## src/hw/operand_loop_pkg.sv

```systemverilog
// package: constants and types for operand address and loop control
package operand_loop_pkg;

   localparam int PAGE_W      = 9;
   localparam int OFFS_W      = 7;
   localparam int SHORT_W     = 8;
   localparam int AR_COUNT    = 8;
   localparam int SEL_W       = 3;

   typedef logic [15:0] word_t;

   localparam word_t              WORD_ZERO = 16'h0000;
   localparam word_t              WORD_ONE  = 16'h0001;
   localparam word_t              PERIPH_LO = 16'h0020;
   localparam word_t              PERIPH_HI = 16'h004F;
   localparam logic [PAGE_W-1:0]  PAGE_ZERO = 9'h000;
   localparam logic [SEL_W-1:0]   SEL_ZERO  = 3'h0;
   localparam logic [7:0]         CTRL_ZERO = 8'h00;
   localparam logic [15-SHORT_W:0] SHORT_PAD = 8'h00;

   // circular control register layout: pointer select and enable per buffer
   localparam int CBC_AR1_LSB = 0;
   localparam int CBC_EN1     = 3;
   localparam int CBC_AR2_LSB = 4;
   localparam int CBC_EN2     = 7;

   // circular register write select
   typedef enum logic [2:0] {
      CIRC_START1 = 3'h0,
      CIRC_END1   = 3'h1,
      CIRC_START2 = 3'h2,
      CIRC_END2   = 3'h3,
      CIRC_CTRL   = 3'h4
   } circ_sel_t;

   // auxiliary register update variants
   typedef enum logic [2:0] {
      UPD_NONE = 3'h0,
      UPD_INC  = 3'h1,
      UPD_DEC  = 3'h2,
      UPD_ADD0 = 3'h3,
      UPD_SUB0 = 3'h4,
      UPD_RINC = 3'h5,
      UPD_RDEC = 3'h6
   } upd_mode_t;

   // operand addressing mode, one-hot
   typedef enum logic [4:0] {
      MODE_DIRECT   = 5'h01,
      MODE_INDIRECT = 5'h02,
      MODE_SHORT    = 5'h04,
      MODE_LONG     = 5'h08,
      MODE_MMAP     = 5'h10
   } addr_mode_t;

endpackage

```

## src/hw/aux_update_if.sv

```systemverilog
// interface: pointer update request and answer between core and update unit
`timescale 1ns/1ps
`default_nettype none
interface aux_update_if;
   import operand_loop_pkg::*;
   word_t     arValue;   // pointer before update
   word_t     indexValue; // index register contents
   upd_mode_t updateMode; // update variant
   logic      circEnable; // pointer belongs to an enabled buffer
   word_t     circStart;  // buffer first location
   word_t     circEnd;    // buffer last location
   word_t     arNext;     // pointer after update
   modport requester (output arValue, indexValue, updateMode, circEnable, circStart, circEnd,
                      input arNext);
   modport updater (input arValue, indexValue, updateMode, circEnable, circStart, circEnd,
                    output arNext);
endinterface // aux_update_if
`default_nettype wire

```

## src/hw/aux_pointer_update.sv

```systemverilog
// module: next value of an auxiliary register, with bit reversal and circular wrap
`timescale 1ns/1ps
`default_nettype none
module aux_pointer_update (
   aux_update_if.updater upd // update request and answer
);
   import operand_loop_pkg::*;

   // mirror a word end for end so that carries ripple downward
   function automatic word_t reverseBits(input word_t w);
      word_t r;
      r = WORD_ZERO;
      for (int i = 0; i < 16; i++) begin
         r[i] = w[15-i];
      end
      return r;
   endfunction

   word_t plain;
   logic  goingUp;

   ////////////////////////////////////////////////////////////////////////////
   // arithmetic for the seven variants
   always_comb begin
      goingUp = 1'b0;
      unique case (upd.updateMode)
         UPD_NONE: plain = upd.arValue;
         UPD_INC: begin
            plain = upd.arValue + WORD_ONE;
            goingUp = 1'b1;
         end
         UPD_DEC:  plain = upd.arValue - WORD_ONE;
         UPD_ADD0: begin
            plain = upd.arValue + upd.indexValue;
            goingUp = 1'b1;
         end
         UPD_SUB0: plain = upd.arValue - upd.indexValue;
         UPD_RINC: begin
            plain = reverseBits(reverseBits(upd.arValue) + reverseBits(upd.indexValue));
            goingUp = 1'b1;
         end
         UPD_RDEC: plain = reverseBits(reverseBits(upd.arValue) - reverseBits(upd.indexValue));
         default:  plain = upd.arValue;
      endcase
   end

   ////////////////////////////////////////////////////////////////////////////
   // wrap at the buffer edges
   always_comb begin
      upd.arNext = plain;
      if (upd.circEnable && upd.updateMode != UPD_NONE) begin
         if (goingUp && upd.arValue == upd.circEnd) begin
            upd.arNext = upd.circStart;
         end else if (!goingUp && upd.arValue == upd.circStart) begin
            upd.arNext = upd.circEnd;
         end
      end
   end

endmodule // aux_pointer_update
`default_nettype wire

```

## src/hw/operand_address_and_loop_control.sv

```systemverilog
// module: operand address generation, single repeat and block repeat control
`timescale 1ns/1ps
`default_nettype none
module operand_address_and_loop_control (
   input  wire  logic                        core_clk,      // core clock
   input  wire  logic                        reset_n,       // sync reset, low
   input  wire  logic                        opValid,       // operand access this cycle
   input  wire  operand_loop_pkg::addr_mode_t addrMode,     // addressing mode
   input  wire  operand_loop_pkg::word_t     instrWord,     // first instruction word
   input  wire  operand_loop_pkg::word_t     instrWord2,    // second instruction word
   input  wire  operand_loop_pkg::upd_mode_t indUpdate,     // indirect update variant
   input  wire  logic                        dpLoad,        // load page pointer
   input  wire  logic [8:0]                  dpValue,       // new page pointer
   input  wire  logic                        arpLoad,       // load register selector
   input  wire  logic [2:0]                  arpValue,      // new selector
   input  wire  logic                        arWrite,       // load an aux register
   input  wire  logic [2:0]                  arWriteIdx,    // which aux register
   input  wire  operand_loop_pkg::word_t     arWriteValue,  // value to load
   input  wire  logic                        circWrite,     // load a circular register
   input  wire  operand_loop_pkg::circ_sel_t circSel,       // which circular register
   input  wire  operand_loop_pkg::word_t     circValue,     // value to load
   input  wire  logic                        rptIssue,      // repeat single decoded
   input  wire  logic                        rptzIssue,     // repeat with clear decoded
   input  wire  operand_loop_pkg::word_t     rptCount,      // repeat count N
   input  wire  logic                        iterDone,      // one execution finished
   input  wire  logic                        holdReq,       // external hold request
   input  wire  logic                        brcrWrite,     // load block count
   input  wire  operand_loop_pkg::word_t     brcrValue,     // block count value
   input  wire  logic                        rptbIssue,     // block repeat executed
   input  wire  operand_loop_pkg::word_t     rptbNextPc,    // address after it
   input  wire  logic                        pcUpdate,      // PC advances
   input  wire  operand_loop_pkg::word_t     pcValue,       // PC being updated
   input  wire  logic                        brafWrite,     // software flag write
   input  wire  logic                        brafValue,     // flag value
   output var   operand_loop_pkg::word_t     operandAddr,   // data address, reg
   output var   operand_loop_pkg::word_t     immOperand,    // immediate, reg
   output logic                              periphStall,   // extra cycle request
   output logic                              irqMask,       // mask all interrupts
   output logic                              clearSumProduct, // zero sum and product
   output logic                              repeatActive,  // single repeat running
   output logic                              repeatPipelined, // one cycle per iteration
   output logic                              holdAck,       // hold acknowledged
   output logic                              pcRedirect,    // load PC from start
   output var   operand_loop_pkg::word_t     pcRedirectAddr, // block start address
   output logic                              blockActive,   // block repeat flag
   output var   operand_loop_pkg::word_t     blockCount,    // block count
   output var   operand_loop_pkg::word_t     repeatCounter, // single repeat counter
   output logic [8:0]                        dataPagePointer, // page pointer
   output logic [2:0]                        auxRegSelect   // register selector
);
   import operand_loop_pkg::*;

   typedef struct packed {
      logic [PAGE_W-1:0]         dataPagePointer;
      logic [SEL_W-1:0]          auxRegSelect;
      logic [AR_COUNT-1:0][15:0] auxRegisters;
      word_t                     operandAddr;
      word_t                     immOperand;
      word_t                     singleRepeatCounter;
      logic                      repeatActive;
      logic                      repeatPipelined;
      logic                      clearSumProduct;
      logic                      holdAck;
      logic                      stallDone;
      word_t                     blockRepeatCount;
      word_t                     blockStartAddress;
      word_t                     blockEndAddress;
      logic                      blockRepeatActiveFlag;
      word_t                     circStart1;
      word_t                     circEnd1;
      word_t                     circStart2;
      word_t                     circEnd2;
      logic [7:0]                circControl;
   } state_t;

   state_t state_reg;
   state_t state_next;
   word_t  effAddr;
   word_t  immValue;
   logic   isImm;
   logic   inPeriph;
   logic   opTake;
   logic   atEnd;
   logic   loopBack;
   logic   circHit1;
   logic   circHit2;

   aux_update_if upd ();

   aux_pointer_update u_update (
      .upd (upd.updater)
   );

   ////////////////////////////////////////////////////////////////////////////
   // effective address and immediate for the current mode
   always_comb begin
      effAddr  = WORD_ZERO;
      immValue = WORD_ZERO;
      isImm    = 1'b0;
      unique case (addrMode)
         MODE_DIRECT:   effAddr = {state_reg.dataPagePointer, instrWord[OFFS_W-1:0]};
         MODE_INDIRECT: effAddr = state_reg.auxRegisters[state_reg.auxRegSelect];
         MODE_MMAP:     effAddr = {PAGE_ZERO, instrWord[OFFS_W-1:0]};
         MODE_SHORT: begin
            isImm    = 1'b1;
            immValue = {SHORT_PAD, instrWord[SHORT_W-1:0]};
         end
         MODE_LONG: begin
            isImm    = 1'b1;
            immValue = instrWord2;
         end
         default: ;
      endcase
   end

   // peripheral window costs one stall cycle per access
   assign inPeriph    = !isImm && effAddr >= PERIPH_LO && effAddr <= PERIPH_HI;
   assign periphStall = opValid && inPeriph && !state_reg.stallDone;
   assign opTake      = opValid && !periphStall;

   ////////////////////////////////////////////////////////////////////////////
   // pointer update request: find whether the pointer feeds a circular buffer
   assign circHit1 = state_reg.circControl[CBC_EN1] &&
                     state_reg.circControl[CBC_AR1_LSB +: SEL_W] == state_reg.auxRegSelect;
   assign circHit2 = state_reg.circControl[CBC_EN2] &&
                     state_reg.circControl[CBC_AR2_LSB +: SEL_W] == state_reg.auxRegSelect;
   assign upd.arValue    = state_reg.auxRegisters[state_reg.auxRegSelect];
   assign upd.indexValue = state_reg.auxRegisters[0];
   assign upd.updateMode = indUpdate;
   assign upd.circEnable = circHit1 || circHit2;
   assign upd.circStart  = circHit1 ? state_reg.circStart1 : state_reg.circStart2;
   assign upd.circEnd    = circHit1 ? state_reg.circEnd1 : state_reg.circEnd2;

   // block loop end test on each PC update
   assign atEnd    = state_reg.blockRepeatActiveFlag && pcUpdate &&
                     pcValue == state_reg.blockEndAddress;
   assign loopBack = atEnd && state_reg.blockRepeatCount != WORD_ZERO;

   ////////////////////////////////////////////////////////////////////////////
   // next state
   always_comb begin
      state_next = state_reg;
      state_next.clearSumProduct = 1'b0;
      state_next.holdAck   = holdReq;
      state_next.stallDone = periphStall;
      // operand capture and same-cycle pointer update
      if (opTake) begin
         if (isImm) begin
            state_next.immOperand = immValue;
         end else begin
            state_next.operandAddr = effAddr;
         end
      end
      if (arWrite) begin
         state_next.auxRegisters[arWriteIdx] = arWriteValue;
      end
      if (opTake && addrMode == MODE_INDIRECT) begin
         state_next.auxRegisters[state_reg.auxRegSelect] = upd.arNext;
      end
      if (arpLoad) begin
         state_next.auxRegSelect = arpValue;
      end
      if (dpLoad) begin
         state_next.dataPagePointer = dpValue;
      end
      // circular register loads
      if (circWrite) begin
         unique case (circSel)
            CIRC_START1: state_next.circStart1 = circValue;
            CIRC_END1:   state_next.circEnd1   = circValue;
            CIRC_START2: state_next.circStart2 = circValue;
            CIRC_END2:   state_next.circEnd2   = circValue;
            CIRC_CTRL:   state_next.circControl = circValue[7:0];
            default: ;
         endcase
      end
      // single instruction repeat
      if (rptIssue || rptzIssue) begin
         state_next.singleRepeatCounter = rptCount;
         state_next.repeatActive    = 1'b1;
         state_next.repeatPipelined = 1'b0;
         state_next.clearSumProduct = rptzIssue;
      end else if (state_reg.repeatActive && iterDone) begin
         if (state_reg.singleRepeatCounter == WORD_ZERO) begin
            state_next.repeatActive    = 1'b0;
            state_next.repeatPipelined = 1'b0;
         end else begin
            state_next.singleRepeatCounter = state_reg.singleRepeatCounter - WORD_ONE;
            state_next.repeatPipelined = 1'b1;
         end
      end
      // block repeat count and flag
      if (brcrWrite) begin
         state_next.blockRepeatCount = brcrValue;
      end else if (loopBack) begin
         state_next.blockRepeatCount = state_reg.blockRepeatCount - WORD_ONE;
      end
      if (atEnd && !loopBack) begin
         state_next.blockRepeatActiveFlag = 1'b0;
      end
      if (brafWrite) begin
         state_next.blockRepeatActiveFlag = brafValue;
      end
      if (rptbIssue) begin
         state_next.blockStartAddress = rptbNextPc;
         state_next.blockEndAddress   = instrWord2;
         state_next.blockRepeatActiveFlag = 1'b1;
      end
   end

   ////////////////////////////////////////////////////////////////////////////
   // state register
   always_ff @(posedge core_clk) begin
      if (!reset_n) begin
         state_reg <= '{dataPagePointer: PAGE_ZERO, auxRegSelect: SEL_ZERO,
                        auxRegisters: '0, operandAddr: WORD_ZERO, immOperand: WORD_ZERO,
                        singleRepeatCounter: WORD_ZERO, repeatActive: 1'b0,
                        repeatPipelined: 1'b0, clearSumProduct: 1'b0, holdAck: 1'b0,
                        stallDone: 1'b0, blockRepeatCount: WORD_ZERO,
                        blockStartAddress: WORD_ZERO, blockEndAddress: WORD_ZERO,
                        blockRepeatActiveFlag: 1'b0, circStart1: WORD_ZERO,
                        circEnd1: WORD_ZERO, circStart2: WORD_ZERO, circEnd2: WORD_ZERO,
                        circControl: CTRL_ZERO};
      end else begin
         state_reg <= state_next;
      end
   end

   ////////////////////////////////////////////////////////////////////////////
   // outputs
   assign operandAddr     = state_reg.operandAddr;
   assign immOperand      = state_reg.immOperand;
   assign irqMask         = rptIssue || rptzIssue || state_reg.repeatActive;
   assign clearSumProduct = state_reg.clearSumProduct;
   assign repeatActive    = state_reg.repeatActive;
   assign repeatPipelined = state_reg.repeatPipelined;
   assign holdAck         = state_reg.holdAck;
   assign pcRedirect      = loopBack;
   assign pcRedirectAddr  = state_reg.blockStartAddress;
   assign blockActive     = state_reg.blockRepeatActiveFlag;
   assign blockCount      = state_reg.blockRepeatCount;
   assign repeatCounter   = state_reg.singleRepeatCounter;
   assign dataPagePointer = state_reg.dataPagePointer;
   assign auxRegSelect    = state_reg.auxRegSelect;
endmodule // operand_address_and_loop_control
`default_nettype wire

```

## config.mk

```make
export PLATFORM = sky130hd
export DESIGN_NAME = operand_address_and_loop_control
export DESIGN_NICKNAME = d
export VERILOG_FILES = /design/src/hw/operand_loop_pkg.sv /design/src/hw/aux_update_if.sv /design/src/hw/aux_pointer_update.sv /design/src/hw/operand_address_and_loop_control.sv
export SDC_FILE = /design/constraint.sdc
export NUM_CORES = 1
export LEC_CHECK = 0
export BUFFER_PORTS_ARGS = -buffer_cell sky130_fd_sc_hd__buf_4
export CAP_MARGIN = 5
export CORE_MARGIN = 2
export CORE_UTILIZATION = 36
export CTS_BUF_LIST = sky130_fd_sc_hd__clkbuf_4
export DETAILED_ROUTE_END_ITERATION = 16
export PLACE_DENSITY = 0.54
export SLEW_MARGIN = 25
export SYNTH_ARGS = -nofsm -noshare
export SYNTH_HDL_FRONTEND = slang
export SYNTH_SLANG_ARGS = --single-unit
```

## constraint.sdc

```tcl
create_clock -name core_clk -period 5.4 [get_ports core_clk]
set_input_delay 0.27 -clock core_clk [delete_from_list [all_inputs] [get_ports core_clk]]
set_output_delay 0.27 -clock core_clk [all_outputs]
set_load 0.01 [all_outputs]
```

==> impl_metrics.csv, run 1 <==
group,metric,value,unit
sta,timing.setup.tns,0,ns
worst_setup_path,critical_path_class,"reg -> reg",
layout,syn2layout_area_growth,26.2,%
sta,worstMarginPinSlew,0.887,ns
placement,place_congestion,0.909,
routing,vias,19350,
pwr,p_seq_share,41.1,%
worst_setup_path,worstPathCellList,"buf_4 -> mux4_2 -> mux2i_1 -> inv_2 -> ha_1 -> nor2_1 -> a221oi_1 -> o31ai_1 -> a221oi_1 -> a21oi_1 -> xor2_1 -> a211o_1 -> nand4_1 -> o221ai_2 -> o211a_1",
synth,synth-warning-count,0,
grt,grt_pass1_wl,111000,um
routing,drtIter0Drc,1421,
synth,syn_nets,2568,
job,maxCapViolCount,0,
grt,globalRouteOverflowTotal,0,
placement,dp_hpwl,50800,um
routing,routed_wl,73100,um
floorplanning,chipWidth,240,um
pwr,irDropWorstVdd,0.183,mV
synth,syn_area_per_cell,8.51,um^2
worst_setup_path,cpMostUsedCell,"a221oi_1",
clock_network,cts_tree,"yes",
grt,grt_max_degree,97,
synth,async_flop_share,0,%
sta,finClkSkew,0.0643,ns
pwr,total_power,6.00,mW
floorplanning,initial_core_util,36.3,%
pwr,power_density,238,mW/mm^2
synth,synthesis.area,0.0200,mm^2
synth,yosysSeqAreaShare,31.5,%
floorplanning,core,0.0550,mm^2
synth,yosysUniqueCellTypes,98,
pwr,power.share.combinational,22.7,%
grt,grt_usage,24.8,%
sta,slew_headroom,40.7,%
clock_network,worst_skew_pair.late_latency,0.87,ns
routing,first_pass_iters,9,
worst_setup_path,cpLargestDelayFamily,"compound AO/OA/AOI/OAI gates",
synth,synth_edf_count,0,
worst_setup_path,critPathRequiredTime,6.13,ns
worst_setup_path,cpMaxStageDelayCell,"a221oi_1",
pwr,pwr-share-clk,36.2,%
sta,finalCritPeriodShare,94.3,%
clock_network,cts_resized,0,
routing,via_per_inst,5.48,
sta,rsz0062_at_grt,"no",
worst_setup_path,max_stage_delay,0.58,ns
floorplanning,die_height,240,um
routing,drcViolationCount,0,
placement,numPortBuffers,261,
clock_network,clock_path_buffers,3,
layout,multiInputGateArea,0.0120,mm^2
clock_network,cts_root_buf,"clkbuf_4",
floorplanning,ios,270,
layout,fin_nets,2948,
clock_network,cts_htree_levels,3,
synth,ys.flop_type,"dfxtp_1",
floorplanning,dieArea,0.0574,mm^2
clock_network,cts.sinks,314,
synth,netlist_instances,2347,
worst_setup_path,cp-start-kind,"flop",
grt,antenna_found_initial,2,
floorplanning,num_rows,86,
pwr,leakagePower,11.4,nW
worst_setup_path,worstSetupEndpointType,"flop",
layout,drive_gt1_share,21.8,%
outcome,outcome,"finished, final reports clean",
sta,setup_violations,0,
placement,placed_cells,3166,
sta,period_needed,5.09,ns
pwr,swShare,31.3,%
sta,clock.fmax,196,MHz
pwr,p_int,4.13,mW
worst_hold_path,hold_class,"in -> reg",
synth,ys_ff_latch,314,
pwr,switchingPower,1.88,mW
routing,drtAntennaViolNets,0,
clock_network,clk_pin_slew,0.06,ns
layout,num-fill-cells,5363,
worst_setup_path,crit_buf_inv,2,
worst_setup_path,arrival,5.83,ns
layout,layout.area.seq,0.00629,mm^2
layout,fin_cells,3531,
grt,grt_pass1_vias,19100,
clock_network,cts_buffers,91,
sta,drv_slew,0,
sta,hold_violations,0,
routing,wire_per_inst,20.7,um
layout,largest_reg_flops,201,
worst_setup_path,crit_path_max_fanout,10,
## through the flow
step	cell area [um^2]	setup WS, ns	utilization, %	hold slack (ns)
2_1_floorplan	20000	1.02	-	0.348
3_3_place_gp	22000	0.497	39.9	0.439
3_5_place_dp	22000	0.439	39.9	0.445
4_1_cts	25200	0.411	45.8	0.0493
5_1_grt	25200	0.158	45.8	0.127
6_report	25200	0.309	45.8	0.133
## cell usage after synthesis, types with 14 or more instances
cell	instances	share of area, %
clkbuf_1	94	1.8
inv_1	56	1.1
ha_1	48	3.0
a221oi_1	17	0.75
a211oi_1	29	1.1
nand3_1	54	1.4
a31oi_1	15	0.47
o22ai_1	25	0.78
xnor2_1	71	3.1
o21a_1	19	0.71
buf_1	20	0.38
and2_1	14	0.44
o21ai_0	56	1.4
o21ai_1	53	1.3
nor3_1	50	1.3
or3_1	14	0.44
dfxtp_1	314	31
buf_2	19	0.48
mux4_2	20	2.3
nand2_1	318	6.0
mux2_2	44	2.5
a22oi_1	21	0.79
nor2_1	173	3.3
a21oi_1	131	3.3
nor2b_1	17	0.53
buf_4	115	4.3
xor2_1	23	1.0
nand2b_1	18	0.56
o211ai_1	21	0.79
o211a_1	65	3.3
mux2i_1	176	8.8
nand4_1	16	0.50
## power by group through the flow
stage / Sequential, mW / Combinational (mW) / Clock, mW
finish: 2.47 / 1.36 / 2.17
global route: 2.48 / 1.46 / 2.37
CTS: 2.47 / 1.34 / 2.24
detailed placement: 2.52 / 1.19 / 0
global placement: 2.52 / 1.18 / 0
floorplan: 2.49 / 0.802 / 0
## worst register-to-register path: cells and delay by family, from the launching register on
kind / cells / cell delay [ns]
and+or+nand+nor: 2 / 0.25
muxes: 2 / 0.95
AOI/OAI and AO/OA: 7 / 2.21
adders and majority gates: 1 / 0.35
xor gates and xnor gates: 1 / 0.17
DFF: 1 / 0.53
buffers and inverters: 2 / 0.52
## layer usage
metal  routed length [um]  vias up  GRT usage [%]
li1                     -     9136              -
met4                 1970        0           9.02
met3                 4410      121           4.14
met1                32400     9439           32.9
met5                    0        -              0
met2                34300      654           40.4
## timing repair
item                       in CTS  in global routing
hold endpoints to repair      306                  0
setup endpoints to repair       0                  0
hold buffers                  216                  0
buffers inserted                0                  0
## layout by cell type (no fill, tap or decap), types with 15 or more instances in the layout
| master | netlist | final |
|---|---|---|
| a221oi_1 | 17 | 17 |
| ha_1 | 48 | 48 |
| o21a_1 | 19 | 19 |
| nand2b_1 | 18 | 18 |
| o21ai_0 | 56 | 56 |
| o21ai_1 | 53 | 53 |
| nor2b_1 | 17 | 16 |
| buf_4 | 115 | 327 |
| nand2_1 | 318 | 318 |
| xor2_1 | 23 | 23 |
| nand4_1 | 16 | 16 |
| o211ai_1 | 21 | 21 |
| mux4_2 | 20 | 20 |
| a211oi_1 | 29 | 29 |
| mux2_2 | 44 | 44 |
| a22oi_1 | 21 | 21 |
| o211a_1 | 65 | 65 |
| clkbuf_4 | 0 | 127 |
| mux2i_1 | 176 | 176 |
| dfxtp_1 | 314 | 311 |
| a21oi_1 | 131 | 131 |
| o22ai_1 | 25 | 25 |
| nor3_1 | 50 | 47 |
| nand3_1 | 54 | 54 |
| xnor2_1 | 71 | 71 |
| inv_1 | 56 | 55 |
| a31oi_1 | 15 | 15 |
| nor2_1 | 173 | 171 |
| dlygate4sd3_1 | 0 | 216 |
## layout make-up
class | count | area share (%)
Antenna cell | 6 | 0.0596
Clock buffer | 127 | 3.78
Clock inverter | 16 | 0.392
Inverter | 59 | 0.899
Multi-Input combinational cell | 1714 | 47.6
Sequential cell | 314 | 25.0
Tap cell | 748 | 3.71
Timing Repair Buffer | 547 | 18.6
## kinds of logic (layout without fill, tap and decap cells)
family                   Yosys count  in the layout  share of synthesized area (%)
XOR/XNOR                          95             95                           4.20
multiplexers                     251            251                           14.3
other                              0              6                              0
adder cells (fa/ha/maj)           52             52                           3.36
AO/OA/AOI/OAI                    561            561                           19.9
buffers and inverters            319            749                           8.75
AND/OR/NAND/NOR                  755            755                           18.0
flip-flops                       314            314                           31.5
## final timing paths
path                         from              end  slack [ns]  depth (start not counted)
setup / recovery  auxRegSelect[0]   state_reg[222]        0.31                         15
hold / removal        addrMode[0]  operandAddr[11]        0.13                          4
setup reg to reg  auxRegSelect[0]   state_reg[222]        0.31                         15
hold reg to reg     state_reg[51]    state_reg[51]        0.45                          2
No activity file was read; power rests on OpenSTA's default activity.
==> run 2, diff against run 1 <==
--- a/config.mk
+++ b/config.mk
@@ -7,11 +7,12 @@
 export LEC_CHECK = 0
 export BUFFER_PORTS_ARGS = -buffer_cell sky130_fd_sc_hd__buf_4
 export CAP_MARGIN = 5
-export CORE_MARGIN = 2
+export CORE_MARGIN = 3
 export CORE_UTILIZATION = 36
 export CTS_BUF_LIST = sky130_fd_sc_hd__clkbuf_4
 export DETAILED_ROUTE_END_ITERATION = 16
 export PLACE_DENSITY = 0.54
+export RECOVER_POWER = 25
 export SLEW_MARGIN = 25
 export SYNTH_ARGS = -nofsm -noshare
 export SYNTH_HDL_FRONTEND = slang
==> run 2 against run 1 <==
Effect of this change: the flow now finishes with violations (capacitance limit, slew limit); global-route usage decreased by 0.88 points; die area increased by 1.7%; hold slack improved by 0.026 ns; largest cell class unchanged; first-iteration DRC count increased by 3.1%; non-clock buffer count decreased by 2.
==> impl_metrics.csv, run 2 (synthesis results as in run 1) <==
group,metric,value,unit
sta,worstMarginPinSlew,1.75,ns
worst_hold_path,hold_class,"in -> reg",
routing,wire_per_inst,20.5,um
clock_network,cts_buffers,88,
sta,slew_headroom,-17.0,%
pwr,power_density,244,mW/mm^2
clock_network,postCtsSetupRepairBufs,0,
clock_network,worst_skew_pair.late_latency,0.86,ns
pwr,switchingPower,1.89,mW
placement,numPortBuffers,261,
pwr,irDropWorstVdd,0.165,mV
sta,rsz0062_at_grt,"no",
worst_setup_path,cp-start-kind,"flop",
layout,largest_reg_flops,201,
routing,vias,19279,
routing,drtAntennaViolNets,0,
grt,grt_max_degree,110,
pwr,leakagePower,11.2,nW
routing,drcViolationCount,0,
placement,place_congestion,0.952,
grt,grt_pass1_wl,111000,um
sta,period_needed,5.13,ns
placement,dp_hpwl,50700,um
worst_setup_path,worstSetupEndpointType,"flop",
sta,timing.setup.tns,0,ns
grt,grt_pass1_vias,18850,
grt,grt_usage,23.9,%
routing,routed_wl,72400,um
job,maxCapViolCount,1,
worst_setup_path,crit_path_max_fanout,21,
sta,clock.fmax,195,MHz
floorplanning,die_height,242,um
floorplanning,ios,270,
sta,drv_slew,26,
worst_setup_path,reg2regPathDepth,16,
floorplanning,num_rows,85,
layout,fin_nets,2943,
outcome,outcome,"finished with violations",
worst_setup_path,critPathRequiredTime,6.12,ns
layout,final_util,46.2,%
clock_network,cts_htree_levels,3,
layout,num-fill-cells,5327,
floorplanning,core,0.0543,mm^2
worst_setup_path,critical_path_class,"reg -> reg",
pwr,power.share.combinational,21.8,%
placement,placed_cells,3152,
layout,drive_gt1_share,19.8,%
sta,fin_ws,0.270,ns
clock_network,cts_tree,"yes",
clock_network,clock_path_buffers,3,
floorplanning,chipWidth,242,um
outcome,failed_checks,"capacitance limit, slew limit",
pwr,pwr-share-clk,37.8,%
layout,fin_cells,3532,
routing,first_pass_iters,7,
sta,finClkSkew,0.0826,ns
clock_network,cts_root_buf,"clkbuf_4",
layout,mostFrequentLayoutCells,"nand2_1 (318), dfxtp_1 (311), buf_4 (260)",
layout,final_common_cell,"nand2_1",
pwr,p_seq_share,40.3,%
routing,drtIter0Drc,1465,
floorplanning,initial_core_util,36.7,%
clock_network,clk_pin_slew,0.06,ns
layout,syn2layout_area_growth,25.6,%
clock_network,cts.sinks,314,
pwr,p_int,4.24,mW
pwr,swShare,30.8,%
worst_hold_path,min_path_cells,5,
grt,globalRouteOverflowTotal,0,
sta,hold_violations,0,
placement,pre_cts_slack,0.376,ns
sta,finalCritPeriodShare,95.0,%
floorplanning,dieArea,0.0583,mm^2
sta,setup_violations,0,
grt,antenna_found_initial,3,
routing,via_per_inst,5.46,
worst_setup_path,arrival,5.85,ns
run 2: per-layer routing:
layer | wire (um) | track usage, %
met5 | 40 | 0.572
met4 | 2590 | 9.77
met3 | 5010 | 5.37
met2 | 32700 | 37.8
met1 | 32100 | 31.6
run 2: final timing paths:
kind | start | to | slack [ns]
hold reg to reg | state_reg[8] | state_reg[8] | 0.45
setup / recovery | auxRegSelect[1] | state_reg[300] | 0.27
hold / removal | addrMode[1] | operandAddr[10] | 0.16
setup reg to reg | auxRegSelect[1] | state_reg[300] | 0.27
run 2: final cells by class:
type                            instances  area (um^2)  share of cell area, %
Clock inverter                         22          160                  0.639
Sequential cell                       314         6290                   25.1
Clock buffer                          136         1020                   4.07
Timing Repair Buffer                  545         4460                   17.8
Tap cell                              739          925                   3.69
Multi-Input combinational cell       1714        12000                   47.8
Inverter                               59          226                  0.903
Antenna cell                            3         7.51                 0.0299
run 2: power by group through the flow:
| stage | logic (mW) | registers [mW] | clock network (mW) |
|---|---|---|---|
| finish | 1.34 | 2.47 | 2.32 |
| global route | 1.44 | 2.48 | 2.50 |
| detailed placement | 1.18 | 2.52 | 0 |
| CTS | 1.33 | 2.47 | 2.39 |
| global placement | 1.17 | 2.52 | 0 |
| floorplan | 0.802 | 2.49 | 0 |
run 2: what timing repair did:
action	CTS	global route
setup endpoints to repair	0	7
resized for setup	0	1
hold buffers	219	0
endpoints found under the hold margin	306	0
run 2: stage by stage:
| step | hold slack (ns) | cell area [um^2] | total power, mW |
|---|---|---|---|
| 2_1_floorplan | 0.348 | 20000 | 3.29 |
| 3_3_place_gp | 0.440 | 21900 | 3.69 |
| 3_5_place_dp | 0.446 | 21900 | 3.70 |
| 4_1_cts | 0.0612 | 25300 | 6.19 |
| 5_1_grt | 0.144 | 25100 | 6.42 |
| 6_report | 0.159 | 25100 | 6.12 |
run 2: critical path: stages (launching register included):
cell and delay, ns:
dfxtp_2 0.81, buf_4 0.29, mux4_2 0.31, and2_0 0.18
o21ai_1 0.34, inv_1 0.23, ha_1 0.42, o21a_1 0.15
o31a_1 0.18, o21ai_0 0.16, o311ai_0 0.61, nand3_1 0.15
nand2_1 0.10, xor2_1 0.13, o21ai_0 0.12, o21ai_1 0.59
o211a_1 0.25
